<file path="src/logic/mbh_pkg.sv">
// package: shared constants and types for the multiplexed bus host port
package mbh_pkg;
  localparam int unsigned BUS_W  = 8;
  localparam int unsigned ADDR_W = 8;
  localparam int unsigned DEPTH  = 256;
  localparam logic [7:0] ADDR_RST = 8'h00;
  localparam logic [7:0] DATA_RST = 8'h00;

  typedef struct packed {
    logic       addr_strobe;
    logic       chip_sel_n;
    logic       rd_n;
    logic       wr_n;
    logic [7:0] bus_in;
  } mbh_pins_t;

  typedef struct packed {
    logic [7:0] bus_out;
    logic       bus_oe;
  } mbh_drive_t;

  typedef enum logic [1:0] {
    MBH_IDLE,
    MBH_READ,
    MBH_WRITE
  } mbh_state_t;
endpackage : mbh_pkg

</file>
<file path="src/logic/mbh_port.sv">
// multiplexed address/data bus port, device end
//
// Summary of operation
// - an address strobe captures the address even when chip select is high.
// - with chip select high the port neither drives the bus nor writes the register array.
// - the address is taken from the shared lines at the falling edge of the strobe.
// - write strobe low with chip select low stores bus data at the latched address.
// - the bus is driven with the addressed data only while read and select are low.
// - eight shared lines carry address first and data after, over the same pins.
// - when the read strobe rises the port releases the shared lines.
`timescale 1ns/1ns
module mbh_port (
  input  wire logic               ref_clk,
  input  wire logic               reset_n,
  input  wire logic               addr_strobe,
  input  wire logic               chip_sel_n,
  input  wire logic               rd_n,
  input  wire logic               wr_n,
  input  wire logic [7:0]         shared_bus_lines_i,
  output logic      [7:0]         shared_bus_lines_o,
  output logic                    shared_bus_lines_oe,
  output logic      [7:0]         latched_addr
);
  logic                 rst_meta_q;
  logic                 rst_n_q;
  logic                 strobe_q;
  logic [7:0]           addr_q;
  logic [7:0]           bus_sample_q;
  logic [7:0]           rdata;
  logic                 we;
  mbh_pkg::mbh_state_t  state_q;
  mbh_pkg::mbh_state_t  state_d;
  mbh_pkg::mbh_pins_t   pins;
  mbh_pkg::mbh_drive_t  drive_q;

  ////////////////////////////////////////////////////////////////////////////
  // strobe decodes for the cycle state; the read decode also feeds the bus drive
  function automatic logic read_sel(input mbh_pkg::mbh_pins_t p);
    return !p.rd_n && !p.chip_sel_n;
  endfunction : read_sel

  function automatic logic write_sel(input mbh_pkg::mbh_pins_t p);
    return !p.wr_n && !p.chip_sel_n;
  endfunction : write_sel

  ////////////////////////////////////////////////////////////////////////////
  // pin bundle; pins are taken as synchronous, so a strobe shorter than one
  // clock may be missed
  assign pins = {addr_strobe,
                 chip_sel_n,
                 rd_n,
                 wr_n,
                 shared_bus_lines_i};

  ////////////////////////////////////////////////////////////////////////////
  // reset release through two flops
  always_ff @(posedge ref_clk or negedge reset_n)
  begin
    if (!reset_n)
    begin
      rst_meta_q <= 1'b0;
      rst_n_q    <= 1'b0;
    end
    else
    begin
      rst_meta_q <= 1'b1;
      rst_n_q    <= rst_meta_q;
    end
  end

  ////////////////////////////////////////////////////////////////////////////
  // address latch: bus sampled every cycle, so at the falling edge the value
  // kept is the one present in the strobe's last high cycle
  always_ff @(posedge ref_clk or negedge rst_n_q)
  begin
    if (!rst_n_q)
    begin
      strobe_q     <= 1'b0;
      bus_sample_q <= mbh_pkg::ADDR_RST;
      addr_q       <= mbh_pkg::ADDR_RST;
    end
    else
    begin
      strobe_q     <= pins.addr_strobe;
      bus_sample_q <= pins.bus_in;
      if (strobe_q && !pins.addr_strobe)
        addr_q <= bus_sample_q;
    end
  end

  assign latched_addr = addr_q;

  ////////////////////////////////////////////////////////////////////////////
  // cycle state
  always_comb
  begin
    state_d = mbh_pkg::MBH_IDLE;
    case (state_q)
      mbh_pkg::MBH_IDLE,
      mbh_pkg::MBH_READ,
      mbh_pkg::MBH_WRITE:
      begin
        if (pins.chip_sel_n)
          state_d = mbh_pkg::MBH_IDLE;
        else if (read_sel(pins))
          state_d = mbh_pkg::MBH_READ;
        else if (write_sel(pins))
          state_d = mbh_pkg::MBH_WRITE;
        else
          state_d = mbh_pkg::MBH_IDLE;
      end
      default: state_d = mbh_pkg::MBH_IDLE;
    endcase
  end

  always_ff @(posedge ref_clk or negedge rst_n_q)
  begin
    if (!rst_n_q)
      state_q <= mbh_pkg::MBH_IDLE;
    else
      state_q <= state_d;
  end

  ////////////////////////////////////////////////////////////////////////////
  // write: commit at the edge that sees the strobe end, storing the byte sampled
  // at its last low edge, the stable tail; a write cut short by chip select
  // rising is dropped rather than stored half-formed
  assign we = (state_q == mbh_pkg::MBH_WRITE) && pins.wr_n && !pins.chip_sel_n;

  mbh_reg_array u_regs (
    .ref_clk (ref_clk),
    .rst_n   (rst_n_q),
    .we      (we),
    .waddr   (addr_q),
    .wdata   (bus_sample_q),
    .raddr   (addr_q),
    .rdata   (rdata)
  );

  ////////////////////////////////////////////////////////////////////////////
  // read drive; data is one clock behind the address, and the registered enable is
  // gated by the live read decode so release follows the strobe at once
  always_ff @(posedge ref_clk or negedge rst_n_q)
  begin
    if (!rst_n_q)
    begin
      drive_q.bus_out <= mbh_pkg::DATA_RST;
      drive_q.bus_oe  <= 1'b0;
    end
    else
    begin
      drive_q.bus_out <= rdata;
      drive_q.bus_oe  <= read_sel(pins);
    end
  end

  assign shared_bus_lines_o  = drive_q.bus_out;
  assign shared_bus_lines_oe = drive_q.bus_oe && read_sel(pins);
endmodule : mbh_port

</file>
<file path="src/logic/mbh_reg_array.sv">
// register array behind the bus port
`timescale 1ns/1ns
module mbh_reg_array (
  input  wire logic       ref_clk,
  input  wire logic       rst_n,
  input  wire logic       we,
  input  wire logic [7:0] waddr,
  input  wire logic [7:0] wdata,
  input  wire logic [7:0] raddr,
  output logic      [7:0] rdata
);
  logic [7:0] mem_q [mbh_pkg::DEPTH];

  ////////////////////////////////////////////////////////////////////////////
  always_ff @(posedge ref_clk or negedge rst_n)
  begin
    if (!rst_n)
    begin
      for (int i = 0; i < mbh_pkg::DEPTH; i++)
        mem_q[i] <= mbh_pkg::DATA_RST;
    end
    else if (we)
      mem_q[waddr] <= wdata;
  end

  assign rdata = mem_q[raddr];
endmodule : mbh_reg_array

</file>
<file path="config.mk">
export PLATFORM = sky130hd
export DESIGN_NAME = mbh_port
export DESIGN_NICKNAME = d
export VERILOG_FILES = /design/src/logic/mbh_pkg.sv /design/src/logic/mbh_port.sv /design/src/logic/mbh_reg_array.sv
export SDC_FILE = /design/constraint.sdc
export NUM_CORES = 2
export LEC_CHECK = 0
export BUFFER_PORTS_ARGS = -buffer_cell sky130_fd_sc_hd__buf_2
export CAP_MARGIN = 20
export CORE_ASPECT_RATIO = 1.1
export CORE_MARGIN = 1
export CORE_UTILIZATION = 43
export CTS_BUF_LIST = sky130_fd_sc_hd__clkbuf_8 sky130_fd_sc_hd__clkbuf_16
export CTS_CLUSTER_SIZE = 24
export DETAILED_ROUTE_END_ITERATION = 10
export PLACE_DENSITY = 0.56
export SYNTH_ARGS = -nofsm -noshare
export SYNTH_HDL_FRONTEND = slang
export SYNTH_SLANG_ARGS = --single-unit
</file>
<file path="constraint.sdc">
create_clock -name ref_clk -period 76.8 [get_ports ref_clk]
set_clock_uncertainty 0.2 [all_clocks]
set_input_delay 7.68 -clock ref_clk [delete_from_list [all_inputs] [get_ports ref_clk]]
set_output_delay 7.68 -clock ref_clk [all_outputs]
set_load 0.02 [all_outputs]
</file>
=== Yosys cells after proc, flatten, opt, wreduce, memory -nomap -nowiden ===
Index checks and enable logic that the tools add are counted.

* Div/mod/pow operators: 0
* Equal/unequal tests: 2
* Multiply operators: 0
* $lt $le $gt $ge: 2
* Reductions and logical operators: 13
* Bitwise gates (word level): 1
* Add/subtract/negate cells: 0
* Muxes and demuxes: 10
* Shift operators: 0

{| class="wikitable"
|+ Operators by type and width
! cell !! number
|-
| 2048-bit bitwise mux || 1
|-
| 8-bit binary-select mux with 8-bit select || 1
|-
| 8-bit demux with 8-bit select || 1
|-
| 8-bit 2-to-1 mux || 3
|-
| 9-bit >= comparator (second input constant) || 1
|-
| 9-bit by 1-bit < comparator with 1-bit output (second input constant) || 1
|-
| 8-bit inverter with 9-bit output || 1
|-
| 2-bit 2-to-1 mux || 4
|-
| 1-bit logical AND || 7
|-
| 1-bit logical NOT || 4
|-
| 3-bit OR reduction || 1
|-
| 2-bit by 1-bit equality test with 1-bit output (second input constant) || 1
|-
| 2-bit equality test (second input constant) || 1
|-
| 2-bit logical NOT || 1
|}

* Input bits: 14
* Bits in latches: 0
* Logic and storage cells: 292
* Memories: 0
* Flip-flop bits (word level): 2078
* Bits in read-only memories: 0
* RAM bits: 0

=== Depth between registers and ports, before layout ===
* Depth in word-level cells: 6
* Depth in mapped cells: 9

=== Hierarchy ===
Synthesis repeated with hierarchy kept, for this count alone.

* Cell total of the unflattened synthesis: 6120
* Area, all modules: 94385.5 sq um

{| class="wikitable"
|+ Modules (own cells, without submodules)
! module !! cells each !! instances !! area each (sq um)
|-
| mbh_reg_array || 6065 || 1 || 93385.8
|-
| mbh_port || 55 || 1 || 999.7
|}

=== Worst setup path before layout ===
OpenSTA, ideal clock, no wires.

* Path type: input to output
* From: input rd_n
* To: output shared_bus_lines_oe
* Cell stages on the path: 2
* Slack: 60.908 ns
* Buffers on the path: 0
* Arrival: 8.012 ns
* Path through: nor2_1 and2_1

* Cells in the longest elaborated chain, start to end: 3

{| class="wikitable"
|+ RTL lines
! element !! RTL line !! RTL
|-
| from (decl) || mbh_port.sv:17 || <nowiki>input wire logic rd_n,</nowiki>
|-
| 1-bit logical NOT || mbh_port.sv:39 || <nowiki>return !p.rd_n && !p.chip_sel_n;</nowiki>
|-
| 1-bit logical AND || mbh_port.sv:39 ||
|-
| 1-bit logical AND || mbh_port.sv:158 || <nowiki>assign shared_bus_lines_oe = drive_q.bus_oe && read_sel(pins);</nowiki>
|-
| to (decl) || mbh_port.sv:21 || <nowiki>output logic shared_bus_lines_oe,</nowiki>
|}

Every way passes these cells.

=== Worst setup path after layout ===
Ends and elaborated chain as after synthesis.

==> results.toml <==
[outcome]
outcome = "finished, violations left"
violations = "max-slew violations"

[pwr]
sequentialPowerShare_pct = 47.6
p_total_mw = 2.341
power.leakage_nw = 49.38
p_sw_share_pct = 24.67
power_per_cell_area_mw_per_mm2 = 22.62
ir_worst_vdd_v = 0.00002073
net-switching-power_uw = 577.6
comb_power_share_pct = 7.5
p_clk_share_pct = 44.9
intPower_mw = 1.763

[cts]
cts_resized = 0
cts_sinks = 2078
root_buffer = "clkbuf_16"
cts_buffer_depth = 3
hold_buffers = 0
cts_tree = "built"
htree_levels = 4
insertion_delay_ns = 0.86
postCtsSetupRepairBufs = 0
clk_pin_slew_worst_paths_ns = 0.06
cts_buffers = 219

[sta]
hold_violations = 0
fin_crit_sh_pct = 21.03
setup_viol = 0
finalHoldWorstSlack_ns = 0.1223
slew_viol_final = 24
maxSlewHeadroom_pct = -1.706
max_freq_mhz = 61.92
fin_tns_setup_ns = 0
worst_pin_slew_ns = 1.526
worst_slack_ns = 60.65
rsz0062_at_grt = "no"
fin_crit_ns = 16.15

[grt]
grt_pass1_wl_um = 383600
overflow = 0
grt_pass1_vias = 55740
grt.total_usage_pct = 23.56
grt_max_degree = 211
grt_antenna_before_repair = 7

[setup_path]
cp.buffers_inverters = 2
critical_path_depth = 4
crit_chain = "buf_2 -> nor2_1 -> and2_1 -> buf_2"
cp-start-kind = "input pin"
path_common_cell = "buf_2"
critPathKind = "in -> out"
critical_path_required_ns = 68.92
cp_slowest_cell = "buf_2"
crit_family = "buffers and inverters"
crit_fanout = 3
r2r_slack_ns = 70.22
cp_data_arrival_time_ns = 8.27
critPathCaptureType = "primary output"
reg2regPathDepth = 9
slowest_delay_ns = 0.17

[run]
max_cap_violations = 0

[synth]
async_reset_ff_share_pct = 100.0
yosysUniqueCellTypes = 33
synth_area_leader_cell = "dfrtp_1"
synth_top_area_share_pct = 55.84
yosysWarningCount = 0
ys_seq_area_share_pct = 55.84
yosys-top-cells-count = "dfrtp_1, mux2_2, mux4_2"
ys_top_cells_by_area = "dfrtp_1, mux2_2, mux4_2, a22oi_1, clkbuf_1"
ys_seq_elements = 2078
yosys_most_used_dff = "dfrtp_1"
avgSynthCellArea_um2 = 15.82
synth_edf_count = 0
synth_nets = 5899
yosysMostFrequentCell = "dfrtp_1"
netlist_area_mm2 = 0.09312
syn_inst = 5885

[die]
rows = 178
dieArea_mm2 = 0.2184
die_x_um = 445.7
ios = 31
core_mm2 = 0.2145
die_h_um = 490.1
initial_core_util_pct = 43.42

[finish]
syn_to_final_growth_pct = 11.17
drive_gt1_share_pct = 52.00
utilization_pct = 48.27
fin_cells = 8858
layout.nets = 5812
stdcell_area_mm2 = 0.1035

[routing]
ant_nets = 0
drt_first_iter_violations = 3325
first_pass_iters = 5
num_vias = 52050
post_drt_wl_per_cell_um = 28.58
vias_per_cell = 5.876
drc_errors = 0
finalWirelength_um = 253200

[min_path]
hold_class = "reg -> async"

[placed_design]
place_area_mm2 = 0.09626
gp_congestion = 0.7993
post-dp-hpwl_um = 151400
io_buffers = 30
post-place-ws_ns = 60.64
dp_cells = 8455
-- worst paths after layout --
| path | startpoint | to |
|---|---|---|
| max | rd_n | shared_bus_lines_oe |
| min | rst_n_q | u_regs.mem_q[1470] |
| max reg2reg | latched_addr[0] | shared_bus_lines_o[2] |
| min reg2reg | rst_n_q | u_regs.mem_q[1470] |
| max in group asynchronous | reset_n | rst_n_q |
| min in group ref_clk | rst_meta_q | rst_n_q |
-- final cells by class --
class	instances	area (um2)
diodes	5	12.51
clock buffers	288	6497
clock inverters	108	686.9
fillers	18380	111000
inverters	1	3.754
multi-input cells	3339	39350
flip-flops and latches	2078	52040
well taps	2880	3603
repair buffers	159	1325
-- flip-flops by register name, indices dropped and copies added, names as in the netlist --
register	count
latched_addr	8
drive_q	1
shared_bus_lines_o	8
state_q	2
bus_sample_q	8
rst_n_q	1
strobe_q	1
rst_meta_q	1
u_regs.mem_q	2048
-- per-layer routing --
layer / routed length, um / global-route usage [%] / vias up
met2: 125800 / 38.80 / 906
met3: 9503 / 3.246 / 345
met1: 110700 / 32.41 / 28820
met4: 7256 / 7.108 / 2
met5: 13 / 0 / -
li1: - / - / 21980
-- layout by cell type (no fill, tap or decap), types with 13 or more instances in the layout --
master     netlist  layout
mux2_2        1976    1976
mux4_2         512     512
dfrtp_1       2078    2067
nand2_2         10      15
a22oi_1        256     256
clkinv_2         0      31
nor2_2          83      80
buf_4           10     113
buf_2           73      30
nor2_1          46      39
clkbuf_16        0     225
o41ai_1         32      32
clkbuf_8         0      63
nand2_1        169     164
a21oi_1        128     128
buf_12           0      13
inv_1            1      66
mux2_1          80      80
-- power groups by stage --
stage	logic (mW)	clock network (mW)	registers (mW)
after floorplan	0.107	0	1.15
after global placement	0.176	0	1.13
after detailed placement	0.178	0	1.14
after CTS	0.178	1.08	1.12
after global routing	0.187	1.12	1.12
final	0.175	1.05	1.12
-- kinds of logic (layout without fill, tap and decap cells) --
| group | after synthesis | count (layout) | share of synthesized area [%] |
|---|---|---|---|
| flip-flops | 2078 | 2078 | 55.84 |
| other | 1 | 6 | 0.004027 |
| multiplexers | 2568 | 2568 | 37.25 |
| buffers and inverters | 468 | 556 | 2.025 |
| AND/OR/NAND/NOR | 352 | 352 | 1.813 |
| AO/OA/AOI/OAI | 418 | 418 | 3.070 |
Power figures use the tool's default switching activity.
